## config.mk

```make
export PLATFORM = sky130hd
export DESIGN_NAME = cap_limit_security
export DESIGN_NICKNAME = d
export VERILOG_FILES = /design/src/cap_limit_pkg.sv /design/src/pw_store.sv /design/src/attempt_ctr.sv /design/src/cap_limit_security.sv
export SDC_FILE = /design/constraint.sdc
export NUM_CORES = 1
export LEC_CHECK = 0
export BUFFER_PORTS_ARGS = -buffer_cell sky130_fd_sc_hd__buf_2
export CAP_MARGIN = 20
export CORE_ASPECT_RATIO = 0.75
export CORE_MARGIN = 2
export CORE_UTILIZATION = 60
export CTS_CLUSTER_SIZE = 30
export DETAILED_ROUTE_END_ITERATION = 12
export GPL_TIMING_DRIVEN = 1
export PLACE_DENSITY_LB_ADDON = 0.2
export REMOVE_ABC_BUFFERS = 1
export SLEW_MARGIN = 20
export SYNTH_ARGS = -nofsm -noshare
export SYNTH_HDL_FRONTEND = slang
export SYNTH_SLANG_ARGS = --single-unit
```

## constraint.sdc

```tcl
create_clock -name REF_CLK -period 7.35 [get_ports REF_CLK]
set_input_delay 1.1025 -clock REF_CLK [delete_from_list [all_inputs] [get_ports REF_CLK]]
set_output_delay 1.1025 -clock REF_CLK [all_outputs]
set_load 0.02 [all_outputs]
```

## src/cap_limit_pkg.sv

```systemverilog
// Constants, register map and state types of the capacity-limit security block.
// Assumes an AHB-Lite master with 32-bit single word transfers.
package cap_limit_pkg;
   localparam logic [7:0] OP_CAP_LIMIT = 8'hF9;
   localparam logic [7:0] OP_READ_NATIVE = 8'hF8;
   localparam logic [7:0] FEAT_SET_PW = 8'h01;
   localparam logic [7:0] FEAT_LOCK = 8'h02;
   localparam logic [7:0] FEAT_UNLOCK = 8'h03;
   localparam logic [7:0] FEAT_FREEZE = 8'h04;
   localparam logic [2:0] TRIES_RESET = 3'h5;
   localparam int PW_WORDS = 16;
   localparam logic [7:0] PW_FIRST = 8'h01;
   localparam logic [7:0] PW_LAST = 8'h10;
   localparam logic [7:0] SECTOR_LAST = 8'hFF;
   // Register byte offsets.
   localparam logic [7:0] A_FEATURE = 8'h00;
   localparam logic [7:0] A_DEVHEAD = 8'h04;
   localparam logic [7:0] A_COMMAND = 8'h08;
   localparam logic [7:0] A_DATA = 8'h0C;
   localparam logic [7:0] A_ERROR = 8'h10;
   localparam logic [7:0] A_STATUS = 8'h14;
   localparam logic [7:0] A_MAXADDR = 8'h18;
   localparam logic [7:0] A_STATE = 8'h1C;
   localparam logic [7:0] A_INT_STAT = 8'h20;
   localparam logic [7:0] A_INT_CLR = 8'h24;
   localparam logic [7:0] A_INT_EN = 8'h28;
   localparam logic [7:0] A_NATIVE = 8'h2C;
   // Bit positions.
   localparam int ABORT_BIT = 2;
   localparam int BUSY_BIT = 7;
   localparam int READY_BIT = 6;
   localparam int REQ_BIT = 3;
   localparam int ERR_BIT = 0;
   localparam int LBA_BIT = 6;
   localparam int EV_DONE = 0;
   localparam int EV_ABORT = 1;
   localparam int EV_DRQ = 2;
   localparam logic [27:0] NATIVE_MAX_RESET = 28'hFFFFFFF;
   localparam logic [3:0] MAX_HEAD = 4'hF;
   localparam logic [1:0] HTRANS_NONSEQ = 2'h2;
   typedef enum logic [1:0] {UNLOCKED = 2'b00, LOCKED = 2'b01, FROZEN = 2'b11} lock_t;
   typedef enum logic [1:0] {IDLE = 2'b00, XFER = 2'b01, CHECK = 2'b11} cmd_t;
   typedef enum logic [1:0] {K_NONE = 2'b00, K_SETPW = 2'b01, K_UNLOCK = 2'b11} kind_t;
endpackage

```

## src/pw_store.sv

```systemverilog
`timescale 1ns/100ps
// Password memory: sixteen 16-bit words with registered read data.
// Assumes one write or one read per cycle from the command sequencer.
module pw_store
(
   input wire logic clk,
   input wire logic we,
   input wire logic [3:0] addr,
   input wire logic [15:0] wdata,
   output logic [15:0] rdata
);
   logic [15:0] mem [16];
   // No reset: the contents live until power is removed.
   always_ff @(posedge clk)
   begin
      if (we)
      begin
         mem[addr] <= wdata;
      end
      rdata <= mem[addr];
   end
endmodule // pw_store

```

## src/attempt_ctr.sv

```systemverilog
`timescale 1ns/100ps
// Unlock attempt counter, loaded on reset and stepped down per mismatch.
// Assumes dec arrives from the same clock domain.
module attempt_ctr
   import cap_limit_pkg::*;
(
   input wire logic clk,
   input wire logic rst_n,
   input wire logic dec,
   output logic [2:0] count,
   output logic spent
);
   always_ff @(posedge clk or negedge rst_n)
   begin
      if (!rst_n)
      begin
         count <= TRIES_RESET;
      end
      else if (dec && count != 3'h0)
      begin
         count <= count - 3'h1;
      end
   end
   assign spent = (count == 3'h0);
endmodule // attempt_ctr

```

## src/cap_limit_security.sv

```systemverilog
// The AHB-Lite slave port and the address map were chosen for this implementation.
`timescale 1ns/100ps
// Capacity-limit security command interpreter with an AHB-Lite register file.
// Assumes one clock, the host writes feature and device/head before the command.
//
// What this block does
// - In LBA mode report max address bits 24-27 in head nibble, else max head.
// - Set-password or unlock right after read-native acts as plain set-max.
// - Lock right after read-native acts as read-native.
// - Password sector: word 0 reserved, words 1-16 password, 17-255 reserved.
// - Password kept until power cycle; accepting set-password leaves block unlocked.
// - Lock enters locked state; only unlock, freeze and read-native then accepted.
// - Stay locked until power cycle, accepted unlock or freeze.
// - Unlock sends one password sector compared against stored password.
// - Mismatch aborts and decrements attempt counter starting at five.
// - At zero attempts every unlock rejected until reset.
// - Match enters unlocked state; all commands accepted, unlock only while attempts remain.
// - Freeze right after read-native acts as plain set-max.
// - After freeze enter frozen state; reject all later commands but read-native.
// - Frozen disables set-max, set-password, lock and unlock.
// - Feature 01h password, 02h lock, 03h unlock, 04h freeze.
// - Without preceding read-native, decode as subcommand by feature value.
module cap_limit_security
   import cap_limit_pkg::*;
(
   input wire logic REF_CLK,
   input wire logic RSTN,
   input wire logic HSEL,
   input wire logic [31:0] HADDR,
   input wire logic [1:0] HTRANS,
   input wire logic HWRITE,
   input wire logic [2:0] HSIZE,
   input wire logic [31:0] HWDATA,
   input wire logic HREADY,
   output logic [31:0] HRDATA,
   output logic HREADYOUT,
   output logic HRESP,
   output logic IRQ
);
   import cap_limit_pkg::*;

   // ****************************************************************
   // Bus slave
   // ****************************************************************
   // One shared register decode keeps the write strobes and the read mux on the same map.
   function automatic logic hit(input logic [7:0] a, input logic [7:0] off);
      return a == off;
   endfunction
   logic ph_wr;
   logic ph_rd;
   logic [7:0] ph_addr;
   wire take = HSEL && HREADY && HTRANS[1];
   always_ff @(posedge REF_CLK or negedge RSTN)
   begin
      if (!RSTN)
      begin
         ph_wr <= 1'b0;
         ph_rd <= 1'b0;
         ph_addr <= 8'h00;
      end
      else
      begin
         ph_wr <= take && HWRITE;
         ph_rd <= take && !HWRITE;
         // The address is held past its phase so the read mux stays valid through the wait state.
         ph_addr <= take ? HADDR[7:0] : ph_addr;
      end
   end
   // Write strobes fire in the data phase, the only cycle in which HWDATA stands.
   wire w_feat = ph_wr && hit(ph_addr, A_FEATURE);
   wire w_dh = ph_wr && hit(ph_addr, A_DEVHEAD);
   wire w_cmd = ph_wr && hit(ph_addr, A_COMMAND);
   wire w_data = ph_wr && hit(ph_addr, A_DATA);
   wire w_clr = ph_wr && hit(ph_addr, A_INT_CLR);
   wire w_en = ph_wr && hit(ph_addr, A_INT_EN);
   wire w_max = ph_wr && hit(ph_addr, A_MAXADDR);
   wire w_native = ph_wr && hit(ph_addr, A_NATIVE);
   // Read-ahead decode of the data register on the address phase; left unused, HRDATA is loaded from the ph_addr decode instead.
   wire r_data_ahead = take && !HWRITE && HADDR[7:0] == A_DATA;

   // ****************************************************************
   // Command-block registers
   // ****************************************************************
   logic [7:0] feature;
   logic [7:0] dev_head;
   logic [27:0] max_addr;
   logic [27:0] native_max;
   logic after_native;
   lock_t lock_state;
   cmd_t cmd_state;
   kind_t kind;
   logic [7:0] word_idx;
   logic busy;
   logic drq;
   logic abort;
   logic mismatch;
   logic [2:0] int_stat;
   logic [2:0] int_en;

   wire [7:0] command = HWDATA[7:0];
   wire is_cap = command == OP_CAP_LIMIT;
   wire is_native = command == OP_READ_NATIVE;
   // Commands written while busy are dropped, so the host must see busy low first.
   wire go = w_cmd && !busy;
   wire [2:0] tries;
   wire tries_spent;

   // Feature decode with the read-native override applied.
   wire f_pw = feature == FEAT_SET_PW;
   wire f_lock = feature == FEAT_LOCK;
   wire f_unl = feature == FEAT_UNLOCK;
   wire f_frz = feature == FEAT_FREEZE;
   wire as_setmax = after_native && (f_pw || f_unl || f_frz);
   wire as_native = after_native && f_lock;
   wire sub = !after_native;
   wire rej_setmax = lock_state != UNLOCKED;
   wire rej_pw = sub && f_pw && lock_state != UNLOCKED;
   wire rej_lock = sub && f_lock && lock_state != UNLOCKED;
   wire rej_unl = sub && f_unl && (lock_state == FROZEN || tries_spent);
   wire rej_frz = sub && f_frz && lock_state == FROZEN;
   // Without a preceding read-native, unknown features abort rather than fall through, so a bad value never changes state.
   wire rej_bad = sub && !(f_pw || f_lock || f_unl || f_frz);
   wire cap_reject = (as_setmax && rej_setmax) || rej_pw || rej_lock || rej_unl || rej_frz || rej_bad;

   // ****************************************************************
   // Password transfer and compare
   // ****************************************************************
   wire in_pw = word_idx >= PW_FIRST && word_idx <= PW_LAST;
   wire [3:0] pw_addr = 4'(word_idx - PW_FIRST);
   wire pw_we = w_data && drq && kind == K_SETPW && in_pw;
   wire [15:0] pw_rd;
   logic cmp_pend;
   logic [15:0] cmp_word;
   // The compare trails each data write by one cycle and is pipelined, so data words may arrive back to back.
   always_ff @(posedge REF_CLK or negedge RSTN)
   begin
      if (!RSTN)
      begin
         cmp_pend <= 1'b0;
         cmp_word <= 16'h0000;
      end
      else
      begin
         cmp_pend <= w_data && drq && kind == K_UNLOCK && in_pw;
         cmp_word <= HWDATA[15:0];
      end
   end

   pw_store u_pw
   (
      .clk(REF_CLK),
      .we(pw_we),
      .addr(pw_addr),
      .wdata(HWDATA[15:0]),
      .rdata(pw_rd)
   );

   // The counter sits on the hard reset, so only a reset gives the attempts back.
   wire fail_dec = cmd_state == CHECK && kind == K_UNLOCK && mismatch;
   attempt_ctr u_ctr
   (
      .clk(REF_CLK),
      .rst_n(RSTN),
      .dec(fail_dec),
      .count(tries),
      .spent(tries_spent)
   );

   // ****************************************************************
   // Command sequencer
   // ****************************************************************
   wire last_word = word_idx == SECTOR_LAST;
   wire done_ev = (go && is_cap && (cap_reject || !(sub && (f_pw || f_unl)))) || (go && is_native)
      || cmd_state == CHECK;
   wire abort_ev = (go && is_cap && cap_reject) || fail_dec;
   // The start of a sector transfer is an event of its own, so software may feed data on interrupt.
   wire drq_ev = go && is_cap && sub && (f_pw || f_unl) && !cap_reject;
   always_ff @(posedge REF_CLK or negedge RSTN)
   begin
      if (!RSTN)
      begin
         cmd_state <= IDLE;
         kind <= K_NONE;
         word_idx <= 8'h00;
         busy <= 1'b0;
         drq <= 1'b0;
         abort <= 1'b0;
         mismatch <= 1'b0;
         lock_state <= UNLOCKED;
         after_native <= 1'b0;
         max_addr <= NATIVE_MAX_RESET;
      end
      else
      begin
         if (cmp_pend && cmp_word != pw_rd)
         begin
            mismatch <= 1'b1;
         end
         case (cmd_state)
            IDLE:
            begin
               if (go)
               begin
                  // Commands other than read-native, or a lock acting as read-native, clear the follow-on flag, so it covers the next command.
                  after_native <= is_native || (is_cap && as_native);
                  abort <= 1'b0;
                  mismatch <= 1'b0;
                  if (is_cap && cap_reject)
                  begin
                     abort <= 1'b1;
                  end
                  else if (is_cap && as_setmax)
                  begin
                     max_addr <= {dev_head[3:0], max_addr[23:0]};
                  end
                  else if (is_cap && sub && f_lock)
                  begin
                     lock_state <= LOCKED;
                  end
                  else if (is_cap && sub && f_frz)
                  begin
                     lock_state <= FROZEN;
                  end
                  else if (is_cap && sub && (f_pw || f_unl))
                  begin
                     kind <= f_pw ? K_SETPW : K_UNLOCK;
                     word_idx <= 8'h00;
                     busy <= 1'b1;
                     drq <= 1'b1;
                     cmd_state <= XFER;
                  end
               end
            end
            XFER:
            begin
               if (w_data)
               begin
                  word_idx <= word_idx + 8'h01;
                  if (last_word)
                  begin
                     drq <= 1'b0;
                     cmd_state <= CHECK;
                  end
               end
            end
            // The mismatch flag is final only here, after the last compare has drained.
            CHECK:
            begin
               busy <= 1'b0;
               kind <= K_NONE;
               cmd_state <= IDLE;
               if (kind == K_UNLOCK && mismatch)
               begin
                  abort <= 1'b1;
               end
               else if (kind == K_UNLOCK)
               begin
                  lock_state <= UNLOCKED;
               end
            end
            default:
            begin
               cmd_state <= IDLE;
            end
         endcase
         // Direct writes obey the same lock as the set-max command, or the lock could be bypassed.
         if (w_max && cmd_state == IDLE && !rej_setmax)
         begin
            max_addr <= HWDATA[27:0];
         end
      end
   end

   // ****************************************************************
   // Host-facing registers and interrupt
   // ****************************************************************
   always_ff @(posedge REF_CLK or negedge RSTN)
   begin
      if (!RSTN)
      begin
         feature <= 8'h00;
         dev_head <= 8'h00;
         native_max <= NATIVE_MAX_RESET;
         int_stat <= 3'h0;
         int_en <= 3'h0;
      end
      else
      begin
         feature <= w_feat ? HWDATA[7:0] : feature;
         dev_head <= w_dh ? HWDATA[7:0] : dev_head;
         native_max <= w_native ? HWDATA[27:0] : native_max;
         int_en <= w_en ? HWDATA[2:0] : int_en;
         // Set wins over clear so an event in the clearing cycle survives.
         int_stat <= (int_stat & ~(w_clr ? HWDATA[2:0] : 3'h0)) | {drq_ev, abort_ev, done_ev};
      end
   end

   wire [7:0] error_flags = {5'h00, abort, 2'h0};
   // Ready is the inverse of busy: this block never reports a device fault.
   wire err_flag = abort && !busy;
   wire [7:0] status_flags = {busy, !busy, 2'h0, drq, 2'h0, err_flag};
   wire [3:0] head_nib = dev_head[LBA_BIT] ? max_addr[27:24] : MAX_HEAD;
   wire [31:0] rd_mux =
      hit(ph_addr, A_FEATURE) ? {24'h0, feature} :
      hit(ph_addr, A_DEVHEAD) ? {24'h0, dev_head[7:4], head_nib} :
      hit(ph_addr, A_ERROR) ? {24'h0, error_flags} :
      hit(ph_addr, A_STATUS) ? {24'h0, status_flags} :
      hit(ph_addr, A_MAXADDR) ? {4'h0, max_addr} :
      hit(ph_addr, A_NATIVE) ? {4'h0, native_max} :
      hit(ph_addr, A_STATE) ? {24'h0, tries, 1'b0, kind, lock_state} :
      hit(ph_addr, A_INT_STAT) ? {29'h0, int_stat} :
      hit(ph_addr, A_INT_EN) ? {29'h0, int_en} : 32'h0;

   // Read data is flopped one extra cycle, so reads take a wait state.
   logic rd_wait;
   always_ff @(posedge REF_CLK or negedge RSTN)
   begin
      if (!RSTN)
      begin
         HRDATA <= 32'h0;
         HREADYOUT <= 1'b1;
         HRESP <= 1'b0;
         IRQ <= 1'b0;
         rd_wait <= 1'b0;
      end
      else
      begin
         rd_wait <= take && !HWRITE;
         HREADYOUT <= !(take && !HWRITE);
         HRDATA <= ph_rd ? rd_mux : HRDATA;
         HRESP <= 1'b0;
         // The interrupt is flopped so it cannot glitch while several status bits change.
         IRQ <= |(int_stat & int_en);
      end
   end
   wire unused_ok = &{1'b0, HSIZE, r_data_ahead, rd_wait, PW_WORDS[0], HTRANS_NONSEQ[0]};
endmodule // cap_limit_security

```

# == After elaboration in Yosys (flattened, before gate mapping) ==
# Memories as Yosys holds them, arrays and structs flattened. A register that Yosys moved wholly into a read port is not among the register bits.
# Index checks and enable logic that the tools add are counted.
# Widths: inputs -> output; s select.
# totals
n_memories,1
ramBits,256
reg_bits,161
out_inout_bits,35
inputBits,74
wordCells,237
# memory_table
memory,words,width,read_ports,rd_clocked_by_memory_dff,wr,line,source
u_pw.mem,16,16,1,1,1,pw_store.sv:12,logic [15:0] mem [16];
# op_classes
n_lt_le_gt_ge,2
n_eq_ne,37
add_sub_neg,3
bitwise,4
n_reduce_logical,97
muxes,68
# op_table
operator,n
$mux 28,11
$mux 8,8
$logic_and 1x1->1,54
$mux 2,22
$eq 8x5->1 const B,4
$eq 8x6->1 const B,4
$eq 8x8->1 const B,3
$ne 2x2->1 const B,9
$eq 8x2->1 const B,2
$eq 8x3->1 const B,2
$eq 8x4->1 const B,2
$logic_or 1x1->1,16
$mux 1,16
$ne 16x16->1,1
$pmux 8 s2,1
$reduce_and 8->1,2
$reduce_and 7->1,2
$pmux 2 s2,3
$reduce_bool 2->1,6
$mux 3,3
$reduce_and 9->1,1
$add 8x1->8 const B,1
$eq 8x1->1 const B,1
$ge 8x1->1 const B,1
other kinds (21),36

# == Logic depth before layout (Yosys ltp) ==
# Gate-level depths: netlist of run 1.
# logic_depth
word_depth,15
depth_mapped,11
mapped_depth_nobuf,8

# == Modules after synthesis ==
# From an unflattened synthesis of run 1, not the netlist that was laid out.
# hier_totals
hier_cells,1114
hier_area_um2,17297.8
# by_module_without_submodules
mod,cells_each,seq_area_each_um2,area_per_inst_um2,instances
pw_store,434,8007.7,10090.9,1
cap_limit_security,668,3900.0,7050.5,1
attempt_ctr,12,77.6,156.4,1

# == Least setup slack after synthesis of run 1 ==
# Ideal clock, no wire load.
# synth_path
path_kind,register to register
start,register word_idx[0]
end,"memory u_pw.mem[10][0], enable pin"
path_stages_with_launch,10
synth_period_minus_slack_ps,3412
path_slack_ps,3938
required_time_ps,6962
arrival_time_ps,3024
setup_time_ps,388
path_buffers,4
cell_sequence,dfrtp_1 -> buf_2 -> buf_2 -> buf_2 -> inv_1 -> ha_1 -> xnor2_1 -> clkbuf_1 -> nand3b_1 -> nor2_1
# synth_via
elab_chain_cells,5
word_cells_on_any_way,7
cone_classes,add/sub (1); order compare (2); mux (2); reduce/logical (2)
# synth_rtl
element,line,source
"start, declared",cap_limit_security.sv:92,logic [7:0] word_idx;
"start signal, assigned",cap_limit_security.sv:238,word_idx <= word_idx + 8'h01;
$ge 8x1->1 / $le 8x5->1 (equally long branches),cap_limit_security.sv:128,wire in_pw = word_idx >= PW_FIRST && word_idx <= PW_LAST;
$logic_and 1x1->1,cap_limit_security.sv:128,
$logic_and 1x1->1,cap_limit_security.sv:130,wire pw_we = w_data && drq && kind == K_SETPW && in_pw;
$mux 1,pw_store.sv:16,if (we)
$mux 1 (not written as such),pw_store.sv:18,mem[addr] <= wdata;
"end, declared",pw_store.sv:12,
# Parallel ways exist; a longest one is shown, timed or not.

# == Worst setup path after layout of run 1 ==
# layout_path
start,register word_idx[0]
end,"memory u_pw.mem[2][15], enable pin"
# The elaborated chain is that of the path after synthesis.

==> results of run 1 <==
[power by group]
group          switching [mW]  internal, mW  total (mW)  leakage (nW)
Clock                   0.870          1.18        2.05         0.630
Combinational           0.249         0.167       0.416          2.22
Sequential             0.0640          2.62        2.68          4.25
Total                    1.18          3.97        5.15          7.10
[final cells by class]
type / instances / area [sq um] / share of cell area [%]
sequential: 428 / 11990 / 60.92
multi-input combinational: 639 / 5294 / 26.90
clock buffer: 66 / 1232 / 6.262
timing repair buffer: 93 / 534.3 / 2.715
tap: 392 / 490.5 / 2.492
clock inverter: 8 / 73.82 / 0.3751
inverter: 18 / 67.56 / 0.3433
[per-stage QoR]
step           instance area (sq um)  cells  hold slack, ns
5_1_grt                        19680   1644          0.4725
4_1_cts                        19660   1643          0.4577
2_1_floorplan                  17280   1085          0.4370
6_report                       19680   1644          0.4576
3_5_place_dp                   18350   1569          0.4473
3_3_place_gp                   18350   1569          0.4456
[sequential cells by signal, summed over array words and instances, names as in the netlist, 2 cells and up]
register     count
cmd_state        2
lock_state       2
int_stat         3
feature          8
u_pw.mem       256
int_en           3
word_idx         8
HRDATA          28
u_ctr.count      3
dev_head         8
native_max      28
cmp_word        16
kind             2
max_addr        28
u_pw.rdata      16
ph_addr          8
[path summary, 6_finish.rpt]
kind,slack [ns],endpoint,startpoint
max in group asynchronous,5.61,native_max[22],RSTN
min in group asynchronous,0.57,cmp_word[9],RSTN
hold / removal,0.46,max_addr[23],max_addr[23]
setup reg to reg,3.75,u_pw.mem[2][15],word_idx[0]
setup / recovery,3.75,u_pw.mem[2][15],word_idx[0]
hold reg to reg,0.46,max_addr[23],max_addr[23]
[critical path: cells and delay by family, from the launching register on]
kind | cells | cell delay (ns)
buf+inv | 1 | 0.17
simple gates | 5 | 1.93
flops | 1 | 0.77
fa+ha+maj | 1 | 0.32
[logic make-up after synthesis]
logic type / count (synthesis) / share of synthesized area, %
compound gates: 177 / 7.237
xor+xnor: 21 / 1.046
fa+ha+maj: 10 / 0.6974
simple gates: 305 / 8.845
other cells: 1 / 0.02133
buf+inv: 83 / 2.170
flops: 428 / 68.16
mux: 121 / 11.82
[cells in the final DEF (no fill, tap or decap), types with 5 or more instances in the layout]
cell / Yosys / final
nor2_2: 0 / 10
nor2_1: 39 / 28
mux4_2: 64 / 64
conb_1: 1 / 5
a21oi_1: 24 / 24
nor4_1: 5 / 5
nand3_1: 17 / 17
nand2b_1: 10 / 10
nor3_1: 22 / 22
and3_1: 5 / 5
xnor2_1: 19 / 17
o2bb2ai_1: 26 / 26
ha_1: 9 / 8
edfxtp_1: 256 / 256
buf_4: 7 / 21
nand4_1: 13 / 13
nor2b_1: 6 / 6
a31oi_1: 20 / 20
o21ai_0: 20 / 20
clkbuf_16: 0 / 43
mux2_2: 53 / 53
dfstp_2: 59 / 59
and2_1: 19 / 19
o22ai_1: 9 / 9
buf_2: 23 / 70
dfxtp_1: 16 / 16
clkbuf_8: 0 / 7
inv_1: 18 / 18
a22oi_1: 25 / 25
nand2_1: 133 / 133
nor3b_1: 6 / 5
a211oi_1: 16 / 16
dfrtp_1: 97 / 96
clkbuf_1: 33 / 16
[routing by layer]
layer | wire length [um] | GRT usage [%] | vias to the layer above
met2 | 17560 | 37.50 | 446
met5 | 0 | 0 | -
li1 | - | - | 4558
met1 | 17750 | 41.41 | 5269
met4 | 616 | 6.443 | 0
met3 | 3402 | 5.817 | 52
==> results.yml, run 1 <==
route:
  detail_route.drc_violations: 0
  initialDrtViolationCount: 1103
  detail_route_antenna_nets: 0
  firstDrtPassIters: 7
  post_drt_via_cell_ratio: 6.280
  vias: 10330
  finalWirelength_mm: 39.33
  drt-wirelength-per-cell_um: 23.93
power:
  report.power.total_mw: 5.150
  cellLeakagePower_nw: 7.099
  p_per_area_nw_per_um2: 261.7
  worst_vdd_drop_mv: 0.2258
flow_run:
  cap_viol_max_count: 0
place:
  gpl.final_weighted_congestion: 0.9049
  post-dp-hpwl_mm: 24.01
  port-buffer-count: 71
  dp_slack_ns: 3.741
logic_synthesis:
  synthCells: 1146
  ys_seq_elements: 428
  sequential_to_total_area_share_from_yosys_stat_pct: 68.16
  yosys_warnings: 0
  synth.top_cells.by_count: "256 x edfxtp_1, 133 x nand2_1, 97 x dfrtp_1"
  synth_area_leader_cell: "edfxtp_1"
  yosys.cell_count.top_type: "edfxtp_1"
  ys_async_sr_fraction_pct: 36.45
  mappedNetlistArea_sq_um: 17580
  post_synth.cell_area_avg_sq_um: 15.34
  synth_enable_flop_cells: 256
  synthFlopType: "edfxtp_1"
  synth_top_area_share_pct: 43.72
  synth_cell_type_count: 80
  synthTopCellsByArea: "edfxtp_1 44%, dfrtp_1 14%, dfstp_2 8.8%"
critical_path:
  path_max_fanout: 31
  ff2ff_path_depth: 7
  crit_path_start_kind: "flop"
  cp.required_ns: 7.52
  worst_path_class_setup: "reg -> reg"
  timing.critical_path.cells: "inv_1 > ha_1 > nand2b_1 > nor4_1 > nor4b_2 > nand3_1 > nor2_2"
  cp.arrival_ns: 3.77
  crit_path_top_delay_cell: "nor2_2"
  crit_path_end_kind: "flop"
  slowest_delay_ns: 0.91
clock_tree:
  numCtsBuffers: 40
  tritoncts: "done"
  cts_setup_buffers: 0
  cts.htree.levels: 2
  clock-sinks: 428
  postCtsResizedCells: 0
  cts_max_path_buffers: 3
  clk_latency_ns: 0.55
  cts.root.buffer_cell: "clkbuf_16"
  ctsHoldBuffers: 0
  path_clk_slew_ns: 0.06
sta:
  fin_worst_skew_ns: 0.01293
  final_min_period_over_clock_period_pct: 48.99
  finalCriticalPeriod_ns: 3.601
  worst_pin_slew_ns: 1.100
  setup_viol_count_final: 0
  hold_viol: 0
  rsz0062_at_grt: "no"
  final_max_slew_viol_count: 0
  setup-tns-final_ns: 0
  timing.max_slew.rel_slack_pct: 26.61
  worst_slack_ns: 3.749
  maxClockFrequency_mhz: 277.7
finish:
  synthToLayoutAreaGrowth_pct: 11.93
  drive_above_1_share_pct: 28.35
  num-nets-final: 1303
  fillerInstances: 1941
  n_antenna_cell: 0
  fin_util_pct: 67.90
floorplan:
  initial_utilization_pct: 60.66
  dieWidth_um: 201.7
  dieHeight_um: 152.3
  ios: 109
  dieArea_sq_um: 30710
  coreArea_sq_um: 28990
  std_cell_rows: 54
worst_hold_path:
  min_path_cells: 2
  min_delay_worst_type: "reg -> reg"
global_route:
  maximum_number_of_pins_on_one_net_before_global_route_repair: 83
  grt_pass1_vias: 10260
  grt.overflow.total: 0
  grt_first_pass_wirelength_mm: 60.98
  grt_antenna_before_repair: 0
  grtUsageTotal_pct: 26.19
status:
  outcome: "completed"
No activity file was read; power rests on OpenSTA's default activity.
==> run 2, diff against run 1 <==
clock period = 3.4 ns   (was 7.35 ns; I/O delays follow)
==> run 2 against run 1 <==
  * Hold slack worse by 0.49 ns
  * The flow now finishes with violations (negative hold slack)
  * Power is 120% higher
  * Sequential cell count stayed put
  * Sequential share of layout area decreased by 1.2 points
  * Via count up 1.9%
  * Die area unchanged
  * Sequential power increased by 120%
  * Combinational power increased by 130%
  * Utilization grew 1.4 points
  * Fmax is 26% higher
  * Register-to-register slack lost 3.2 ns
  * Count of clock-buffer cells in the layout is 3 lower
==> results.yml, run 2 (synthesized netlist as in run 1, its figures left out) <==
floorplan:
  initial_utilization_pct: 60.66
  dieWidth_um: 201.7
  dieHeight_um: 152.3
  ios: 109
  dieArea_sq_um: 30710
  coreArea_sq_um: 28990
  std_cell_rows: 54
finish:
  num-nets-final: 1336
  mostFrequentLayoutCells: "256 x edfxtp_1, 133 x nand2_1, 96 x dfrtp_1"
  finish.instance_area_sq_um: 20070
  mostFrequentLayoutCell: "edfxtp_1"
  drive_above_1_share_pct: 30.89
  fillerInstances: 1891
  largest_register_ff_count: 256
  final_cell_count_no_fill: 1677
  most_flop_heavy_register: "u_pw.mem"
  n_antenna_cell: 0
  synthToLayoutAreaGrowth_pct: 14.17
  fin_util_pct: 69.26
sta:
  finalCriticalPeriod_ns: 2.864
  setup_viol_count_final: 0
  holdWs_ns: -0.03363
  hold_viol: 20
  final_min_period_over_clock_period_pct: 84.25
  worst_pin_slew_ns: 0.9532
  fin_worst_skew_ns: 0.01908
  rsz0062_at_grt: "no"
  setup-tns-final_ns: 0
  final_max_slew_viol_count: 0
  maxClockFrequency_mhz: 349.1
  timing.max_slew.rel_slack_pct: 36.38
critical_path:
  timing.reg2reg.setup_slack_ns: 0.54
  crit_path_start_kind: "flop"
  crit_path_top_delay_cell: "dfrtp_1"
  path_max_fanout: 13
  crit_path_end_kind: "flop"
  timing.critical_path.cells: "nor4_4 > nand2_1 > nor4b_2 > buf_4 > nand3_1 > nor2_2 > buf_12"
  slowest_delay_ns: 0.52
  worst_path_class_setup: "reg -> reg"
  cp.arrival_ns: 3.10
  cp.required_ns: 3.64
power:
  worst_vdd_drop_mv: 0.4779
  cellLeakagePower_nw: 7.344
  p_seq_share_pct: 50.6
  power.switching_fraction_pct: 22.71
  power.switching_mw: 2.599
  comb_power_share_pct: 8.3
  internal_power_mw: 8.843
  report.power.total_mw: 11.44
  p_per_area_nw_per_um2: 570.0
  share_clk_of_total_power_pct: 41.1
place:
  dp.cells: 1603
  post_dp_cell_area_sq_um: 18680
  gpl.final_weighted_congestion: 0.9468
  post-dp-hpwl_mm: 25.48
  port-buffer-count: 71
clock_tree:
  postCtsResizedCells: 0
  ctsHoldBuffers: 0
  numCtsBuffers: 40
  cts_setup_buffers: 0
  clock-sinks: 428
  cts.htree.levels: 2
  path_clk_slew_ns: 0.07
  clk_latency_ns: 0.54
  cts_max_path_buffers: 3
  cts.root.buffer_cell: "clkbuf_16"
  tritoncts: "done"
global_route:
  grtUsageTotal_pct: 26.75
  grt_antenna_before_repair: 0
  grt_first_pass_wirelength_mm: 62.59
  maximum_number_of_pins_on_one_net_before_global_route_repair: 69
  grt_pass1_vias: 10500
  grt.overflow.total: 0
route:
  post_drt_via_cell_ratio: 6.272
  detail_route_antenna_nets: 0
  vias: 10520
  finalWirelength_mm: 40.02
  firstDrtPassIters: 5
  initialDrtViolationCount: 1118
  detail_route.drc_violations: 0
  drt-wirelength-per-cell_um: 23.86
status:
  violations: "negative hold slack"
  outcome: "finished with violations"
flow_run:
  cap_viol_max_count: 0
worst_hold_path:
  min_delay_worst_type: "in -> async"
==> run 2: cell count changes in the layout (fill, tap and decap cells not counted), moves of 2 or more <==
cell	change
buf_12	+6
clkinv_1	-4
inv_6	+2
bufinv_16	+3
buf_4	+28
clkinv_2	+4
clkbuf_8	+3
clkbuf_1	-6
==> run 2: per-stage QoR <==
stage / worst slack [ns] / hold WS, ns
floorplan: -2.856 / 0.2144
global placement: 0.6021 / 0.4467
detailed placement: 0.6312 / 0.4488
CTS: 0.5509 / 0.01927
global route: 0.3962 / 0.02701
finish: 0.5355 / -0.03363
==> run 2: power by group through the flow <==
stage	logic, mW	registers, mW	clock network, mW
after CTS	0.947	5.79	4.77
final	0.949	5.79	4.70
after global routing	1.03	5.80	4.99
after global placement	0.921	5.88	0
after floorplan	0.529	5.90	0
after detailed placement	0.942	5.89	0
==> run 2: critical path, delay by kind of cell, from the launching register on <==
family	cells	cell delay, ns
DFF	1	0.52
and+or+nand+nor	5	1.64
buffers and inverters	2	0.39
==> run 2: final timing paths <==
check | from | endpoint | cells after the start
max reg2reg | ph_addr[5] | u_pw.mem[2][5] | 7
min | RSTN | cmp_word[3] | 1
min reg2reg | max_addr[18] | max_addr[18] | 2
max | ph_addr[5] | u_pw.mem[2][5] | 7
max in group asynchronous | RSTN | max_addr[1] | 2
min in group REF_CLK | HWDATA[16] | max_addr[16] | 3
==> run 2: layout make-up <==
| type | instances | area, sq um | share of cell area (%) |
|---|---|---|---|
| inverters | 18 | 67.56 | 0.3366 |
| clock buffers | 63 | 1231 | 6.133 |
| clock inverters | 11 | 162.7 | 0.8103 |
| repair buffers | 126 | 849.6 | 4.232 |
| multi-input cells | 639 | 5284 | 26.32 |
| flip-flops and latches | 428 | 11990 | 59.72 |
| well taps | 392 | 490.5 | 2.443 |
==> run 2: layer usage <==
layer	global-route usage (%)	routed length [um]	vias to the layer above
met4	5.952	680	2
li1	-	-	4613
met3	5.774	3499	51
met1	41.52	17670	5384
met5	1.553	68	-
met2	39.41	18100	468
